==> src/common/sab_defines.svh <==
// Constants for the converter sequencer: field widths, encodings, reset values and timing counts.
// Included by bare name; holds definitions only.
`ifndef SAB_DEFINES_SVH
`define SAB_DEFINES_SVH

`define SAB_SAMPLE_W      12
`define SAB_RESULT_W      16
`define SAB_DIV_W         5
`define SAB_TRACK_W       2
`define SAB_PWRUP_W       5
`define SAB_CNT_W         8
`define SAB_SAR_CNT_W     4
`define SAB_SAMPLES_W     5

`define SAB_MODE_PRE      2'h2
`define SAB_MODE_POST     2'h1
`define SAB_MODE_DUAL     2'h3

`define SAB_RPT_1         2'h0
`define SAB_RPT_4         2'h1
`define SAB_RPT_8         2'h2
`define SAB_RPT_16        2'h3

`define SAB_CONV_SAR_CYCLES  4'hd
`define SAB_TRACK_EXTRA      8'h02
`define SAB_PWRUP_UNIT       8'h08
`define SAB_BURST_OSC_MAX_MHZ 25
`define SAB_SYS_CLK_MHZ       100

`define SAB_RESULT_RESET  16'h0000

`endif

==> src/common/sab_pkg.sv <==
// Types shared by the converter sequencer modules.
// Needs sab_defines.svh on the include path.
`include "sab_defines.svh"

package sab_pkg;

   typedef enum logic [2:0] {
      SAB_IDLE,
      SAB_POWERUP,
      SAB_TRACK,
      SAB_CONV_START,
      SAB_CONV,
      SAB_CONV_END
   } sab_state_type;

   typedef struct packed {
      logic s1;
      logic s2;
      logic s3;
   } sab_sync_type;

   typedef struct packed {
      logic [`SAB_DIV_W-1:0] count;
   } sab_div_type;

   typedef struct packed {
      sab_state_type              state;
      logic [`SAB_CNT_W-1:0]      cnt;
      logic [`SAB_SAR_CNT_W-1:0]  sar_cnt;
      logic [`SAB_SAMPLES_W-1:0]  samples;
      logic [`SAB_RESULT_W-1:0]   acc;
      logic [`SAB_RESULT_W-1:0]   result;
      logic                       burst_run;
      logic                       eoc;
      logic                       busy;
      logic                       tracking;
      logic                       converting;
      logic                       power;
      logic                       sar_clk;
      logic                       eoc_pulse;
      logic                       win_strobe;
   } sab_seq_type;

endpackage

==> src/rtl/sab_sequencer.sv <==
// Converter sequencer: subsystem clock selection, tracking and conversion timing,
// burst series with accumulation, result formatting and end-of-conversion flag.
// Assumes the analog core presents a settled 12-bit code on SAR_DATA_IN while finishing.
//
// What this block does
// - Subsystem tick is every system clock, or burst oscillator rising edges in burst mode.
// - Conversion clock is the subsystem clock divided by the divider field plus one.
// - Sequencer is never tracking and converting at the same time.
// - Pre-tracking mode converts right after a normal-mode convert start, with no hardware tracking; burst starts still track.
// - Post and dual tracking track for field plus 2 subsystem cycles, then convert.
// - A conversion lasts 13 conversion clocks plus 2 subsystem cycles.
// - Burst mode takes and sums 1, 4, 8 or 16 samples per start, then returns to idle.
// - In burst mode the enable bit chooses powered down or enabled between bursts.
// - Burst start powers up and waits power-up time if down, else tracks at once.
// - Burst start runs the full repeat count; normal mode needs a start per conversion.
// - End-of-conversion flag and window compare come only after the full repeat count.
// - Repeat count 1 gives a 12-bit unsigned result after every conversion.
// - Justify bit picks right layout 0x0FFF or left layout 0xFFF0; spare bits zero.
// - Repeat above 1 gives the unsigned sum, updated after the series ends.
// - The repeat count field selects the repeat count.
// - Tracking mode codes: pre 10b, post 01b, dual 11b.
// - Busy is high while converting; its fall after the last sample of a series sets the flag and raises the event.
// - Post tracking disconnects the input after conversion; dual tracking tracks again while the converter stays powered.
`timescale 1ns/1ps
`include "sab_defines.svh"

module sab_sequencer (
   input  wire logic                     MCLK_IN,
   input  wire logic                     RST_B_IN,
   input  wire logic                     BURST_OSC_IN,
   input  wire logic                     CONV_START_IN,
   input  wire logic                     BURST_ENABLE_BIT_IN,
   input  wire logic                     CONVERTER_ENABLE_BIT_IN,
   input  wire logic [`SAB_DIV_W-1:0]    SAR_CLK_DIVIDER_IN,
   input  wire logic [`SAB_TRACK_W-1:0]  TRACK_TIME_FIELD_IN,
   input  wire logic [1:0]               TRACK_MODE_FIELD_IN,
   input  wire logic [`SAB_PWRUP_W-1:0]  POWERUP_TIME_FIELD_IN,
   input  wire logic                     JUSTIFY_BIT_IN,
   input  wire logic [1:0]               REPEAT_COUNT_FIELD_IN,
   input  wire logic                     EOC_FLAG_CLR_IN,
   input  wire logic [`SAB_SAMPLE_W-1:0] SAR_DATA_IN,
   output logic                          CONV_BUSY_BIT_OUT,
   output logic                          EOC_FLAG_OUT,
   output logic                          EOC_PULSE_OUT,
   output logic                          WINDOW_COMPARE_OUT,
   output logic [7:0]                    RESULT_HIGH_BYTE_OUT,
   output logic [7:0]                    RESULT_LOW_BYTE_OUT,
   output logic                          TRACKING_OUT,
   output logic                          CONVERTING_OUT,
   output logic                          POWER_ON_OUT,
   output logic                          SAR_CLK_OUT
);

   sab_pkg::sab_seq_type       r;
   sab_pkg::sab_seq_type       next_r;
   logic                       start_evt;
   logic                       osc_rise;
   logic                       subsys_tick;
   logic                       sar_tick;
   logic [`SAB_SAMPLES_W-1:0]  rep_total;
   logic [`SAB_SAMPLES_W-1:0]  samples_done;
   logic [`SAB_RESULT_W-1:0]   sample_ext;
   logic [`SAB_RESULT_W-1:0]   sum;
   logic [`SAB_CNT_W-1:0]      track_load;
   logic [`SAB_CNT_W-1:0]      pwrup_load;
   logic                       pre_mode;
   logic                       last_sample;

   sab_sync_edge u_start_sync (
      .clk_in    (MCLK_IN),
      .rst_b_in  (RST_B_IN),
      .d_in      (CONV_START_IN),
      .level_out (),
      .rise_out  (start_evt)
   );

   sab_sync_edge u_osc_sync (
      .clk_in    (MCLK_IN),
      .rst_b_in  (RST_B_IN),
      .d_in      (BURST_OSC_IN),
      .level_out (),
      .rise_out  (osc_rise)
   );

   // Burst oscillator runs below half the system clock, so its edges are sampled cleanly
   assign subsys_tick = BURST_ENABLE_BIT_IN ? osc_rise : 1'b1;

   sab_tick_divider u_sar_div (
      .clk_in     (MCLK_IN),
      .rst_b_in   (RST_B_IN),
      .restart_in (r.state != sab_pkg::SAB_CONV),
      .tick_in    (subsys_tick),
      .ratio_in   (SAR_CLK_DIVIDER_IN),
      .tick_out   (sar_tick)
   );

   always_comb begin
      case (REPEAT_COUNT_FIELD_IN)
         `SAB_RPT_1:  rep_total = 5'h01;
         `SAB_RPT_4:  rep_total = 5'h04;
         `SAB_RPT_8:  rep_total = 5'h08;
         `SAB_RPT_16: rep_total = 5'h10;
         default:     rep_total = 5'h01;
      endcase
   end

   assign pre_mode     = (TRACK_MODE_FIELD_IN == `SAB_MODE_PRE);
   assign track_load   = `SAB_CNT_W'(TRACK_TIME_FIELD_IN) + `SAB_TRACK_EXTRA - 8'h01;
   assign pwrup_load   = `SAB_CNT_W'((`SAB_CNT_W'(POWERUP_TIME_FIELD_IN) + 8'h01) * `SAB_PWRUP_UNIT - 8'h01);
   assign sample_ext   = {4'h0, SAR_DATA_IN};
   // First sample of a series replaces the running sum
   assign sum          = (r.samples == '0) ? sample_ext : r.acc + sample_ext;
   assign samples_done = r.samples + `SAB_SAMPLES_W'(1);
   assign last_sample  = (samples_done == rep_total);

   always_comb begin
      next_r            = r;
      next_r.eoc_pulse  = 1'b0;
      next_r.win_strobe = 1'b0;
      if (EOC_FLAG_CLR_IN) begin
         next_r.eoc = 1'b0;
      end
      case (r.state)
         sab_pkg::SAB_IDLE: begin
            if (start_evt) begin
               next_r.burst_run = BURST_ENABLE_BIT_IN;
               if (BURST_ENABLE_BIT_IN) begin
                  next_r.busy = 1'b1;
                  // A powered-down converter waits out its power-up time first
                  if (CONVERTER_ENABLE_BIT_IN) begin
                     next_r.state = sab_pkg::SAB_TRACK;
                     next_r.cnt   = track_load;
                  end else begin
                     next_r.state = sab_pkg::SAB_POWERUP;
                     next_r.cnt   = pwrup_load;
                  end
               end else if (CONVERTER_ENABLE_BIT_IN) begin
                  next_r.busy = 1'b1;
                  if (pre_mode) begin
                     next_r.state = sab_pkg::SAB_CONV_START;
                  end else begin
                     next_r.state = sab_pkg::SAB_TRACK;
                     next_r.cnt   = track_load;
                  end
               end
            end
         end
         sab_pkg::SAB_POWERUP: begin
            if (subsys_tick) begin
               if (r.cnt == '0) begin
                  next_r.state = sab_pkg::SAB_TRACK;
                  next_r.cnt   = track_load;
               end else begin
                  next_r.cnt = r.cnt - `SAB_CNT_W'(1);
               end
            end
         end
         sab_pkg::SAB_TRACK: begin
            if (subsys_tick) begin
               if (r.cnt == '0) begin
                  next_r.state = sab_pkg::SAB_CONV_START;
               end else begin
                  next_r.cnt = r.cnt - `SAB_CNT_W'(1);
               end
            end
         end
         sab_pkg::SAB_CONV_START: begin
            if (subsys_tick) begin
               next_r.state   = sab_pkg::SAB_CONV;
               next_r.sar_cnt = '0;
            end
         end
         sab_pkg::SAB_CONV: begin
            if (sar_tick) begin
               if (r.sar_cnt == `SAB_CONV_SAR_CYCLES - 4'h1) begin
                  next_r.state = sab_pkg::SAB_CONV_END;
               end else begin
                  next_r.sar_cnt = r.sar_cnt + `SAB_SAR_CNT_W'(1);
               end
            end
         end
         sab_pkg::SAB_CONV_END: begin
            if (subsys_tick) begin
               next_r.acc = sum;
               if (last_sample) begin
                  next_r.samples    = '0;
                  next_r.state      = sab_pkg::SAB_IDLE;
                  next_r.busy       = 1'b0;
                  // Flag and result move together so a read never sees half an update
                  next_r.eoc        = 1'b1;
                  next_r.eoc_pulse  = 1'b1;
                  next_r.win_strobe = 1'b1;
                  if (rep_total != 5'h01) begin
                     next_r.result = sum;
                  end else if (JUSTIFY_BIT_IN) begin
                     next_r.result = {SAR_DATA_IN, 4'h0};
                  end else begin
                     next_r.result = sample_ext;
                  end
               end else begin
                  next_r.samples = samples_done;
                  if (r.burst_run) begin
                     next_r.state = sab_pkg::SAB_TRACK;
                     next_r.cnt   = track_load;
                  end else begin
                     // Normal mode waits for the next start for each conversion
                     next_r.state = sab_pkg::SAB_IDLE;
                     next_r.busy  = 1'b0;
                  end
               end
            end
         end
         default: begin
            next_r.state = sab_pkg::SAB_IDLE;
         end
      endcase

      next_r.converting = (next_r.state == sab_pkg::SAB_CONV_START) ||
                          (next_r.state == sab_pkg::SAB_CONV) ||
                          (next_r.state == sab_pkg::SAB_CONV_END);
      // Burst idle power follows the enable bit; normal mode is powered by it alone
      next_r.power      = CONVERTER_ENABLE_BIT_IN ||
                          (next_r.state != sab_pkg::SAB_IDLE);
      if (next_r.state == sab_pkg::SAB_TRACK) begin
         next_r.tracking = 1'b1;
      end else if (next_r.converting || !next_r.power) begin
         next_r.tracking = 1'b0;
      end else if (next_r.state == sab_pkg::SAB_POWERUP) begin
         next_r.tracking = (TRACK_MODE_FIELD_IN == `SAB_MODE_DUAL);
      end else begin
         // Post tracking leaves the input disconnected until the next start
         next_r.tracking = (TRACK_MODE_FIELD_IN != `SAB_MODE_POST);
      end
      next_r.sar_clk = sar_tick && (r.state == sab_pkg::SAB_CONV);
   end

   always_ff @(posedge MCLK_IN or negedge RST_B_IN) begin
      if (!RST_B_IN) begin
         r        <= '0;
         r.state  <= sab_pkg::SAB_IDLE;
         r.result <= `SAB_RESULT_RESET;
      end else begin
         r <= next_r;
      end
   end

   assign CONV_BUSY_BIT_OUT    = r.busy;
   assign EOC_FLAG_OUT         = r.eoc;
   assign EOC_PULSE_OUT        = r.eoc_pulse;
   assign WINDOW_COMPARE_OUT   = r.win_strobe;
   assign RESULT_HIGH_BYTE_OUT = r.result[15:8];
   assign RESULT_LOW_BYTE_OUT  = r.result[7:0];
   assign TRACKING_OUT         = r.tracking;
   assign CONVERTING_OUT       = r.converting;
   assign POWER_ON_OUT         = r.power;
   assign SAR_CLK_OUT          = r.sar_clk;

endmodule

==> src/rtl/sab_sync_edge.sv <==
// Two-flop synchroniser for an asynchronous pin with a rising-edge detector behind it.
// Single clock; the edge pulse lasts one clock cycle.
`timescale 1ns/1ps

module sab_sync_edge (
   input  wire logic clk_in,
   input  wire logic rst_b_in,
   input  wire logic d_in,
   output logic      level_out,
   output logic      rise_out
);

   sab_pkg::sab_sync_type r;
   sab_pkg::sab_sync_type next_r;

   always_comb begin
      next_r    = r;
      next_r.s1 = d_in;
      next_r.s2 = r.s1;
      next_r.s3 = r.s2;
   end

   always_ff @(posedge clk_in or negedge rst_b_in) begin
      if (!rst_b_in) begin
         r <= '0;
      end else begin
         r <= next_r;
      end
   end

   assign level_out = r.s2;
   assign rise_out  = r.s2 & ~r.s3;

endmodule

==> src/rtl/sab_tick_divider.sv <==
// Divides a stream of one-cycle ticks by ratio+1 and emits one tick per period.
// restart_in holds the count at zero so the first output comes a full period later.
`timescale 1ns/1ps
`include "sab_defines.svh"

module sab_tick_divider (
   input  wire logic                  clk_in,
   input  wire logic                  rst_b_in,
   input  wire logic                  restart_in,
   input  wire logic                  tick_in,
   input  wire logic [`SAB_DIV_W-1:0] ratio_in,
   output logic                       tick_out
);

   sab_pkg::sab_div_type r;
   sab_pkg::sab_div_type next_r;
   logic                 wrap;

   assign wrap = tick_in && (r.count == ratio_in);

   always_comb begin
      next_r = r;
      if (restart_in) begin
         next_r.count = '0;
      end else if (wrap) begin
         next_r.count = '0;
      end else if (tick_in) begin
         next_r.count = r.count + `SAB_DIV_W'(1);
      end
   end

   always_ff @(posedge clk_in or negedge rst_b_in) begin
      if (!rst_b_in) begin
         r <= '0;
      end else begin
         r <= next_r;
      end
   end

   assign tick_out = wrap && !restart_in;

endmodule

==> config.mk <==
export PLATFORM = sky130hd
export DESIGN_NAME = sab_sequencer
export DESIGN_NICKNAME = d
export VERILOG_FILES = /design/src/common/sab_pkg.sv /design/src/rtl/sab_sequencer.sv /design/src/rtl/sab_sync_edge.sv /design/src/rtl/sab_tick_divider.sv
export VERILOG_INCLUDE_DIRS = /design/src /design/src/common
export SDC_FILE = /design/constraint.sdc
export NUM_CORES = 1
export LEC_CHECK = 0
export BUFFER_PORTS_ARGS = -buffer_cell sky130_fd_sc_hd__buf_2
export CAP_MARGIN = 5
export CORE_ASPECT_RATIO = 1.4
export CORE_MARGIN = 2
export CORE_UTILIZATION = 40
export CTS_CLUSTER_SIZE = 40
export DETAILED_ROUTE_END_ITERATION = 8
export GPL_ROUTABILITY_DRIVEN = 0
export HOLD_SLACK_MARGIN = 0.12
export MAX_ROUTING_LAYER = met4
export PLACE_DENSITY = 0.66
export SYNTH_ARGS = -nofsm -noshare
export SYNTH_HDL_FRONTEND = slang
export SYNTH_SLANG_ARGS = --single-unit
==> constraint.sdc <==
create_clock -name MCLK_IN -period 2.7 [get_ports MCLK_IN]
set_input_delay 0.54 -clock MCLK_IN [delete_from_list [all_inputs] [get_ports MCLK_IN]]
set_output_delay 0.54 -clock MCLK_IN [all_outputs]
set_load 0.01 [all_outputs]
==> results of run 1 <==
## cell usage after synthesis (all sizes together) (3+ instances only)
cell type / count / share of area
nand2b: 6 / 0.0079
dfrtp: 71 / 0.37
xor2: 18 / 0.033
nor3: 14 / 0.015
o21a: 5 / 0.0079
mux2i: 5 / 0.011
o211ai: 3 / 0.0047
o21ai: 44 / 0.046
nor4: 3 / 0.0039
ha: 20 / 0.053
a21oi: 40 / 0.042
buf: 19 / 0.029
a21o: 7 / 0.011
a2bb2oi: 3 / 0.0055
inv: 21 / 0.017
and3: 5 / 0.0066
nor4b: 4 / 0.0074
nor2: 48 / 0.038
or4: 3 / 0.0055
nand2: 78 / 0.062
a22o: 10 / 0.018
a211oi: 9 / 0.014
nor2b: 10 / 0.013
o31ai: 10 / 0.016
and2: 4 / 0.0053
nand3: 17 / 0.018
o22ai: 5 / 0.0066
nor3b: 3 / 0.0047
or3: 6 / 0.0079
a31oi: 8 / 0.015
xnor2: 9 / 0.017
clkbuf: 21 / 0.017
## area by class of cell
type | count | area, µm² | share of cell area
Timing Repair Buffer | 100 | 605.6 | 0.1062
Multi-Input combinational cell | 434 | 2753 | 0.4827
Tap cell | 147 | 183.9 | 0.03225
Sequential cell | 71 | 1777 | 0.3115
Clock buffer | 10 | 239.0 | 0.04190
Clock inverter | 6 | 66.31 | 0.01163
Inverter | 21 | 78.83 | 0.01382
## per-stage QoR
step	hold slack, ns	instances	total power (µW)	utilization	setup slack [ns]
6_report	0.1742	789	5284	0.4873	0.1076
3_5_place_dp	0.3371	772	3990	0.4563	-0.2191
3_3_place_gp	0.3377	772	3915	0.4563	-0.1727
2_1_floorplan	0.2444	566	3213	-	0.03884
5_1_grt	0.2329	789	5654	0.4873	-0.005436
4_1_cts	0.2044	788	5245	0.4828	0.03763
## timing repair
item                                    CTS  global route
endpoints found under the setup margin    5             9
buffers inserted                          0             1
gates cloned                              0             0
pin swaps                                 0             8
gates resized for setup                   1            12
## worst max path at each step
stage	from	endpoint	slack, ns	cells after the start
after CTS	r[25]	RESULT_HIGH_BYTE_OUT[6]	0.04	10
after detailed placement	SAR_DATA_IN[0]	RESULT_HIGH_BYTE_OUT[6]	-0.22	11
after global routing	r[25]	RESULT_HIGH_BYTE_OUT[4]	-0.005	10
after global placement	SAR_DATA_IN[0]	RESULT_HIGH_BYTE_OUT[4]	-0.17	11
final	r[41]	POWER_ON_OUT	0.11	9
after floorplan	SAR_DATA_IN[0]	RESULT_HIGH_BYTE_OUT[6]	0.04	10
## metal layers
layer	track usage	wire length [µm]	up-vias
met3	0.03676	582	21
met1	0.2552	5348	2174
li1	-	-	2174
met4	0.06905	212	0
met2	0.3819	6947	109
met5	-	0	-
## registers in the layout, indices dropped and copies added, names as in the netlist, 5 cells and up
register / flops
RESULT_HIGH_BYTE_OUT: 8
r: 37
RESULT_LOW_BYTE_OUT: 8
u_sar_div.r: 5
## worst max-delay path: stages (launching register included)
cell and delay, ns:
sky130_fd_sc_hd__dfrtp_1 0.43, sky130_fd_sc_hd__ha_1 0.24, sky130_fd_sc_hd__buf_4 0.15, sky130_fd_sc_hd__xor2_1 0.19, sky130_fd_sc_hd__nor4_1 0.36, sky130_fd_sc_hd__a211oi_2 0.11, sky130_fd_sc_hd__a31o_4 0.25, sky130_fd_sc_hd__a31oi_4 0.17
sky130_fd_sc_hd__inv_2 0.05, sky130_fd_sc_hd__or4_1 0.51
## logic make-up after synthesis
family          after synthesis  share of synthesized area
compound gates              170                     0.2359
xor+xnor                     27                    0.04965
flops                        71                     0.3730
simple gates                210                     0.2101
mux                           6                    0.01287
buf+inv                      61                    0.06173
fa+ha+maj                    21                    0.05674
## power groups by stage
stage          Clock (µW)  Sequential (µW)  Combinational [µW]
2_1_floorplan           0             1450                1770
3_3_place_gp            0             1500                2410
3_5_place_dp            0             1510                2480
4_1_cts              1250             1500                2500
5_1_grt              1290             1530                2830
6_report             1230             1500                2550
==> reports/qor.tcl, run 1 <==
set qor(postSynthRegisterBits) 71
set qor(internal_power_uw) 3095
set qor(placement.io_buffers) 59
set qor(r2r_start) {r[41]}
set qor(crit_arrival_ns) 2.80
set qor(slew_viol_final) 0
set qor(p_leak_uw) 0.002683
set qor(worst_setup_hold_path_clk_slew_ns) 0.06
set qor(final_cell_area_um2) 5703
set qor(end_kind) {flip-flop}
set qor(ys_types) 69
set qor(finClkSkew_ns) 0.007107
set qor(fill_cells) 1152
set qor(tritoncts) {yes}
set qor(worst_ep_required_time_ns) 2.91
set qor(max-cap-violations) 0
set qor(postCtsHoldBufs) 0
set qor(area_enclosed_by_the_die_boundary_um2) 12810
set qor(placed_cell_area_um2) 5340
set qor(antenna_found_initial) 0
set qor(power_density_nw_per_um2) 926.5
set qor(placeableCoreArea_um2) 11700
set qor(cts_htree_levels) 3
set qor(cts_inserted_buffers) 9
set qor(postSynth.topFlopCell) {sky130_fd_sc_hd__dfrtp_1}
set qor(yosys_warnings) 0
set qor(most_frequent_standard_cell_in_the_layout_excluding_fill_and_tap_cells) {sky130_fd_sc_hd__nand2_1}
set qor(die_height_um) 133.1
set qor(p_switching_uw) 2189
set qor(floorplan.initialDensity) 0.4070
set qor(route.antenna.remaining_nets) 0
set qor(number_of_instances_in_the_synthesized_netlist) 566
set qor(drc_viols) 0
set qor(design.portCount) 60
set qor(postRouteWirelength_um) 13090
set qor(slew_of_the_pin_with_the_lowest_slew_margin_ns) 0.5356
set qor(clkLatencyLatePin_ns) 0.34
set qor(timing.max_slew.rel_slack) 0.6429
set qor(min_period_ns) 2.592
set qor(timing.hold.worst.class) {in2async}
set qor(synth.cell_area_um2) 4763
set qor(sequential_cell_area_fraction_in_the_yosys_report) 0.3730
set qor(core.rowCount) 47
set qor(avgViaCountPerCell) 5.676
set qor(setup_tns_ns) 0
set qor(number_of_enable_type_register_cells_in_the_synthesized_netlist) 0
set qor(synthArstFlopShare) 1.000
set qor(reg2reg_depth) 9
set qor(synth_area_per_cell_um2) 8.416
set qor(seqPwrFrac) 0.284
set qor(dr_total_vias) 4478
set qor(finish.net_count) 694
set qor(dp.final_hpwl_um) 9755
set qor(clockBufferDepth) 2
set qor(grt_pass1_wl_um) 21490
set qor(vias_in_the_first_global_route) 4459
set qor(timing.final.crit_share) 0.9602
set qor(dr.first_iter.drc_count) 245
set qor(power.share.clock) 0.233
set qor(critical_path_class) {reg2reg}
set qor(worst_setup_path_start_kind) {flip-flop}
set qor(switching_power_as_a_share_of_total_power) 0.4142
set qor(status) {complete, no violations}
set qor(detailedRoute.firstPassIterationCount) 5
set qor(drive_above_1_share) 0.2150
set qor(wire_per_inst_um) 16.59
set qor(ir_drop_uv) 407.5
set qor(finalHoldViolCount) 0
set qor(final_cell_mix) {77 x sky130_fd_sc_hd__nand2_1, 71 x sky130_fd_sc_hd__dfrtp_1, 58 x sky130_fd_sc_hd__buf_2}
set qor(rsz0062_at_grt) {true}
set qor(number_of_antenna_cells_inserted) 0
set qor(track_usage) 0.2203
set qor(die_width_um) 96.23
set qor(mappedNetlistNets) 623
set qor(total_clock_sinks) 71
set qor(cell_at_the_root_of_the_clock_tree) {sky130_fd_sc_hd__clkbuf_16}
set qor(pin_count_of_the_biggest_net_entering_global_routing) 40
set qor(synthToLayoutAreaGrowth_pct) 19.73
set qor(grt_overflow_total) 0
set qor(maxClockFrequency_mhz) 385.7
set qor(worst_r2r_endpoint) {POWER_ON_OUT}
set qor(final_setup_fails) 0
set qor(relative_contribution_of_combinational_cells_to_total_power) 0.483
set qor(setup.reg_to_reg.worst_slack_ns) 0.11
set qor(critical_path_peak_fanout) 5
Power figures use the tool's default switching activity.
==> run 2, diff against run 1 <==
PLACE_DENSITY = 0.64   (was 0.66)
clock period = 3.1 ns   (was 2.7 ns; I/O delays follow)
==> run 2 against run 1 <==
Routed wire length shrank 6.2%. Worst setup slack gained 0.22 ns. Clock power shrank 13%. First-iteration DRC count shrank 7.3%. Cell count shrank 3.4%. Combinational power shrank 21%. Power shrank 17%. Largest cell class unchanged. Largest power group unchanged.
==> reports/qor.tcl, run 2 (synthesis results as in run 1) <==
set qor(status) {complete, no violations}
set qor(worst_setup_hold_path_clk_slew_ns) 0.06
set qor(setup.reg_to_reg.worst_slack_ns) 0.34
set qor(worst_path_dominant_cell_family) {simple AND/OR/NAND/NOR gates}
set qor(postRouteWirelength_um) 12280
set qor(placed_cells) 746
set qor(worst_ep_required_time_ns) 3.36
set qor(final_cell_area_um2) 5444
set qor(die_width_um) 96.23
set qor(critical_path.max_stage_delay_ns) 0.44
set qor(crit_slowest_cell) {sky130_fd_sc_hd__or3_1}
set qor(route.antenna.remaining_nets) 0
set qor(switching_power_as_a_share_of_total_power) 0.4189
set qor(maxClockFrequency_mhz) 360.6
set qor(core.rowCount) 47
set qor(power.share.clock) 0.243
set qor(clkLatencyLatePin_ns) 0.34
set qor(die_height_um) 133.1
set qor(timing.hold.worst.class) {reg2reg}
set qor(largest-register) {r}
set qor(fill_cells) 1131
set qor(dr_total_vias) 4312
set qor(number_of_antenna_cells_inserted) 0
set qor(dp.final_hpwl_um) 8899
set qor(multi_input_area_um2) 2699
set qor(grt_overflow_total) 0
set qor(postCtsSetupBuffers) 0
set qor(worst_setup_path_start_kind) {primary input}
set qor(final_cell_mix) {77 x sky130_fd_sc_hd__nand2_1, 71 x sky130_fd_sc_hd__dfrtp_1, 58 x sky130_fd_sc_hd__buf_2}
set qor(p_switching_uw) 1844
set qor(detailedRoute.firstPassIterationCount) 5
set qor(cell_at_the_root_of_the_clock_tree) {sky130_fd_sc_hd__clkbuf_16}
set qor(drive_above_1_share) 0.1642
set qor(min_period_ns) 2.773
set qor(clockBufferDepth) 2
set qor(synthToLayoutAreaGrowth_pct) 14.29
set qor(p_leak_uw) 0.002525
set qor(ir_drop_uv) 312.6
set qor(power.total_uw) 4402
set qor(placeableCoreArea_um2) 11700
set qor(path_buf_inv) 2
set qor(max-cap-violations) 0
set qor(placed_cell_area_um2) 5141
set qor(seqPwrFrac) 0.298
set qor(finalHoldViolCount) 0
set qor(placement.io_buffers) 59
set qor(finClkSkew_ns) 0.005741
set qor(number_of_flip_flops_under_the_largest_register_name) 37
set qor(storage_element_area_um2) 1777
set qor(timing.final.crit_share) 0.8946
set qor(cts_inserted_buffers) 9
set qor(internal_power_uw) 2558
set qor(design.portCount) 60
set qor(slew_viol_final) 0
set qor(antenna_found_initial) 0
set qor(power_density_nw_per_um2) 808.6
set qor(critical_path_peak_fanout) 4
set qor(floorplan.initialDensity) 0.4070
set qor(crit_arrival_ns) 3.04
set qor(rsz0062_at_grt) {false}
set qor(timing.max_slew.rel_slack) 0.3784
set qor(slew_of_the_pin_with_the_lowest_slew_margin_ns) 0.9324
set qor(post_layout_nonfiller_instances) 762
set qor(wire_per_inst_um) 16.12
set qor(cts.repair.resized) 0
set qor(area_enclosed_by_the_die_boundary_um2) 12810
set qor(final_setup_fails) 0
set qor(finish.net_count) 667
set qor(grt_pass1_wl_um) 20370
set qor(total_clock_sinks) 71
set qor(most_frequent_standard_cell_in_the_layout_excluding_fill_and_tap_cells) {sky130_fd_sc_hd__nand2_1}
set qor(setup_tns_ns) 0
set qor(vias_in_the_first_global_route) 4235
set qor(dr.first_iter.drc_count) 227
set qor(tritoncts) {yes}
set qor(end_kind) {flip-flop}
set qor(drc_viols) 0
set qor(critical_path_class) {in2reg}
set qor(cts_htree_levels) 3
set qor(relative_contribution_of_combinational_cells_to_total_power) 0.460
set qor(pin_count_of_the_biggest_net_entering_global_routing) 72
set qor(avgViaCountPerCell) 5.659
set qor(cp_cell_sequence) {buf_2 > ha_1 > inv_1 > fa_1 > nor2b_1 > o2111a_1 > or3_1 > a2111o_1 > nor4b_1 > nor3_1 > a21oi_1}
set qor(postCtsHoldBufs) 0
set qor(track_usage) 0.2087
-- run 2: worst paths after layout --
| check | from | endpoint | cells after the start |
|---|---|---|---|
| worst max-delay path | SAR_DATA_IN[0] | RESULT_HIGH_BYTE_OUT[6] | 11 |
| worst min-delay path | u_osc_sync.next_r[1] | u_osc_sync.level_out | 0 |
| worst max register to register | r[25] | RESULT_HIGH_BYTE_OUT[6] | 10 |
| worst min register to register | u_osc_sync.next_r[1] | u_osc_sync.level_out | 0 |
| max in group asynchronous | RST_B_IN | r[56] | 1 |
| min in group asynchronous | RST_B_IN | r[53] | 1 |
-- run 2: layout make-up --
cell class	instances	area share
Inverter	21	0.01448
Multi-Input combinational cell	434	0.4957
Clock inverter	7	0.01425
Sequential cell	71	0.3264
Clock buffer	9	0.04137
Timing Repair Buffer	73	0.07401
Tap cell	147	0.03379
-- run 2: per-stage QoR --
step / worst slack (ns) / hold WS [ns] / utilization
6_report: 0.3266 / 0.3453 / 0.4652
3_3_place_gp: 0.04516 / 0.3327 / 0.4393
3_5_place_dp: 0.04337 / 0.3358 / 0.4393
2_1_floorplan: 0.2977 / 0.3244 / -
5_1_grt: 0.1431 / 0.3600 / 0.4652
4_1_cts: 0.3531 / 0.3475 / 0.4652
-- run 2: worst register-to-register path, delay by kind of cell, from the launching register on --
kind            cells  cell delay [ns]
flops               1             0.38
simple gates        4             0.99
fa+ha+maj           2             0.41
compound gates      3             0.82
buf+inv             1             0.08
-- run 2: layer usage --
layer | wire length, µm | vias to the layer above | track usage
li1 | - | 2111 | -
met1 | 4953 | 2031 | 0.2429
met2 | 6373 | 137 | 0.3546
met3 | 623 | 33 | 0.03507
met4 | 331 | 0 | 0.07778
met5 | 0 | - | -
-- run 2: power by group through the flow --
| stage | registers (µW) | logic, µW | clock network (µW) |
|---|---|---|---|
| detailed placement | 1320 | 2000 | 0 |
| global placement | 1310 | 1960 | 0 |
| finish | 1310 | 2020 | 1070 |
| CTS | 1310 | 2020 | 1090 |
| global route | 1340 | 2260 | 1140 |
| floorplan | 1260 | 1530 | 0 |
==> run 3, diff against run 2 <==
PLACE_DENSITY = 0.58   (was 0.64)
clock period = 2.4 ns   (was 3.1 ns; I/O delays follow)
==> run 3 against run 2 <==
Critical path type is now reg2reg. Core utilization up 7.8 points. Clock-buffer cell count up 2. Routed wire length up 8.2%. Combinational power up 69%. Non-clock buffer count up 73. Sequential cell count unchanged. Sequential share of layout area down 4.7 points. Global-route usage up 0.95 points. Cell count up 9.6%. Clock skew up 0.00067 ns. Largest cell class unchanged. Design area up 17%. The flow now finishes with violations (negative setup slack). Critical path depth down 1.
==> reports/qor.tcl, run 3 (synthesis results as in run 1) <==
set qor(p_leak_uw) 0.002974
set qor(placeableCoreArea_um2) 11700
set qor(area_enclosed_by_the_die_boundary_um2) 12810
set qor(grt_pass1_wl_um) 21400
set qor(die_height_um) 133.1
set qor(critical_path_class) {reg2reg}
set qor(clockBufferDepth) 2
set qor(track_usage) 0.2182
set qor(crit_slowest_cell) {sky130_fd_sc_hd__a2111o_1}
set qor(postRouteWirelength_um) 13290
set qor(finClkSkew_ns) 0.006414
set qor(number_of_flip_flops_under_the_largest_register_name) 37
set qor(pre_cts_ws_ns) -0.4448
set qor(dp.final_hpwl_um) 9831
set qor(worst_r2r_endpoint) {RESULT_HIGH_BYTE_OUT[4]}
set qor(finalWorstSetupSlack_ns) -0.1386
set qor(final_setup_fails) 4
set qor(placed_cell_area_um2) 5742
set qor(setup_tns_ns) -0.4096
set qor(max-cap-violations) 0
set qor(slew_viol_final) 0
set qor(number_of_antenna_cells_inserted) 0
set qor(dr_total_vias) 4584
set qor(largest-register) {r}
set qor(pin_count_of_the_biggest_net_entering_global_routing) 27
set qor(drive_above_1_share) 0.2965
set qor(antenna_found_initial) 0
set qor(core.rowCount) 47
set qor(avgViaCountPerCell) 5.490
set qor(dr.first_iter.drc_count) 191
set qor(total_clock_sinks) 71
set qor(power.total_uw) 6614
set qor(most_frequent_standard_cell_in_the_layout_excluding_fill_and_tap_cells) {sky130_fd_sc_hd__buf_4}
set qor(min_period_ns) 2.539
set qor(final_cell_mix) {79 x sky130_fd_sc_hd__buf_4, 77 x sky130_fd_sc_hd__nand2_1, 71 x sky130_fd_sc_hd__dfrtp_1}
set qor(drc_viols) 0
set qor(final_cell_area_um2) 6351
set qor(finalHoldViolCount) 0
set qor(wire_per_inst_um) 15.91
set qor(synthToLayoutAreaGrowth_pct) 33.33
set qor(cts_htree_levels) 3
set qor(vias_in_the_first_global_route) 4623
set qor(final_core_util) 0.5427
set qor(rsz0062_at_grt) {true}
set qor(tritoncts) {yes}
set qor(r2r_start) {r[25]}
set qor(maxClockFrequency_mhz) 393.9
set qor(placement.io_buffers) 59
set qor(route.antenna.remaining_nets) 0
set qor(detailedRoute.firstPassIterationCount) 5
set qor(timing.max_slew.rel_slack) 0.6312
set qor(crit_arrival_ns) 2.76
set qor(status) {finished, violations left}
set qor(worst_setup_path_start_kind) {flip-flop}
set qor(worst_ep_required_time_ns) 2.62
set qor(critical_path_peak_fanout) 5
set qor(ir_drop_uv) 586.6
set qor(design.portCount) 60
set qor(timing.final.crit_share) 1.058
set qor(postCtsHoldBufs) 0
set qor(cp_cell_sequence) {ha_4 > inv_2 > fa_2 > nor2b_2 > o2111a_1 > or3_4 > a2111o_1 > a21oi_4 > xor2_1 > o21ai_1}
set qor(grt_overflow_total) 0
set qor(timing.hold.worst.class) {in2async}
set qor(cts_inserted_buffers) 9
set qor(setup.reg_to_reg.worst_slack_ns) -0.14
set qor(cell_at_the_root_of_the_clock_tree) {sky130_fd_sc_hd__clkbuf_16}
set qor(slew_of_the_pin_with_the_lowest_slew_margin_ns) 0.5532
set qor(worst_setup_hold_path_clk_slew_ns) 0.06
set qor(power_density_nw_per_um2) 1041
set qor(die_width_um) 96.23
set qor(clkLatencyLatePin_ns) 0.34
set qor(reg2reg_depth) 10
set qor(finish.net_count) 740
set qor(critical_path.max_stage_delay_ns) 0.45
set qor(floorplan.initialDensity) 0.4070
set qor(end_kind) {flip-flop}
set qor(violations) {negative setup slack}
## run 3: cell types whose count changed in the layout (fill, tap and decap cells not counted), sizes merged
cell / change
clkinvlp: +1
buf: +72
clkbuf: +3
clkinv: -1
bufinv: +1
inv: -3
## run 3: through the flow
stage	instances	hold WS (ns)
global route	835	0.1537
global placement	809	0.3325
finish	835	0.1265
CTS	831	0.1321
floorplan	566	0.1844
detailed placement	809	0.3347
## run 3: how the worst max path moves through the flow
stage | startpoint | to | cells after the start
detailed placement | SAR_DATA_IN[0] | RESULT_HIGH_BYTE_OUT[4] | 11
floorplan | SAR_DATA_IN[0] | RESULT_HIGH_BYTE_OUT[4] | 10
global placement | SAR_DATA_IN[0] | RESULT_HIGH_BYTE_OUT[4] | 11
global route | r[25] | RESULT_HIGH_BYTE_OUT[4] | 10
finish | r[25] | RESULT_HIGH_BYTE_OUT[4] | 10
CTS | r[25] | RESULT_HIGH_BYTE_OUT[4] | 10
## run 3: report_power, final
group          switching (µW)  internal, µW
registers                 239          1450
clock network             534           965
logic                    1830          1600
## run 3: layer usage
layer / vias to the layer above / GRT usage / share of wire
li1: 2265 / - / -
met1: 2177 / 0.2445 / 0.41
met2: 122 / 0.3789 / 0.53
met3: 20 / 0.03620 / 0.041
met4: 0 / 0.08571 / 0.020
met5: - / - / 0
## run 3: layout make-up
class | count | area (µm²)
clock buffer | 11 | 252.7
clock inverter | 5 | 80.08
fill | 1069 | 5351
inverter | 21 | 81.33
multi-input combinational | 434 | 2932
sequential | 71 | 1777
tap | 147 | 183.9
timing repair buffer | 146 | 1045
## run 3: critical path, delay by kind of cell, from the launching register on
kind                     cells  cell delay, ns
buffers and inverters        1            0.04
AO/OA/AOI/OAI                4            1.01
XOR/XNOR                     1            0.18
AND/OR/NAND/NOR              2            0.40
flip-flops                   1            0.40
adder cells (fa/ha/maj)      2            0.37
## run 3: what timing repair did
item | in CTS | in global routing
endpoints found under the setup margin | 22 | 26
cloned | 0 | 1
setup buffers | 6 | 3
gates resized for setup | 14 | 19
pin swaps | 16 | 6
hold endpoints to repair | 0 | 0
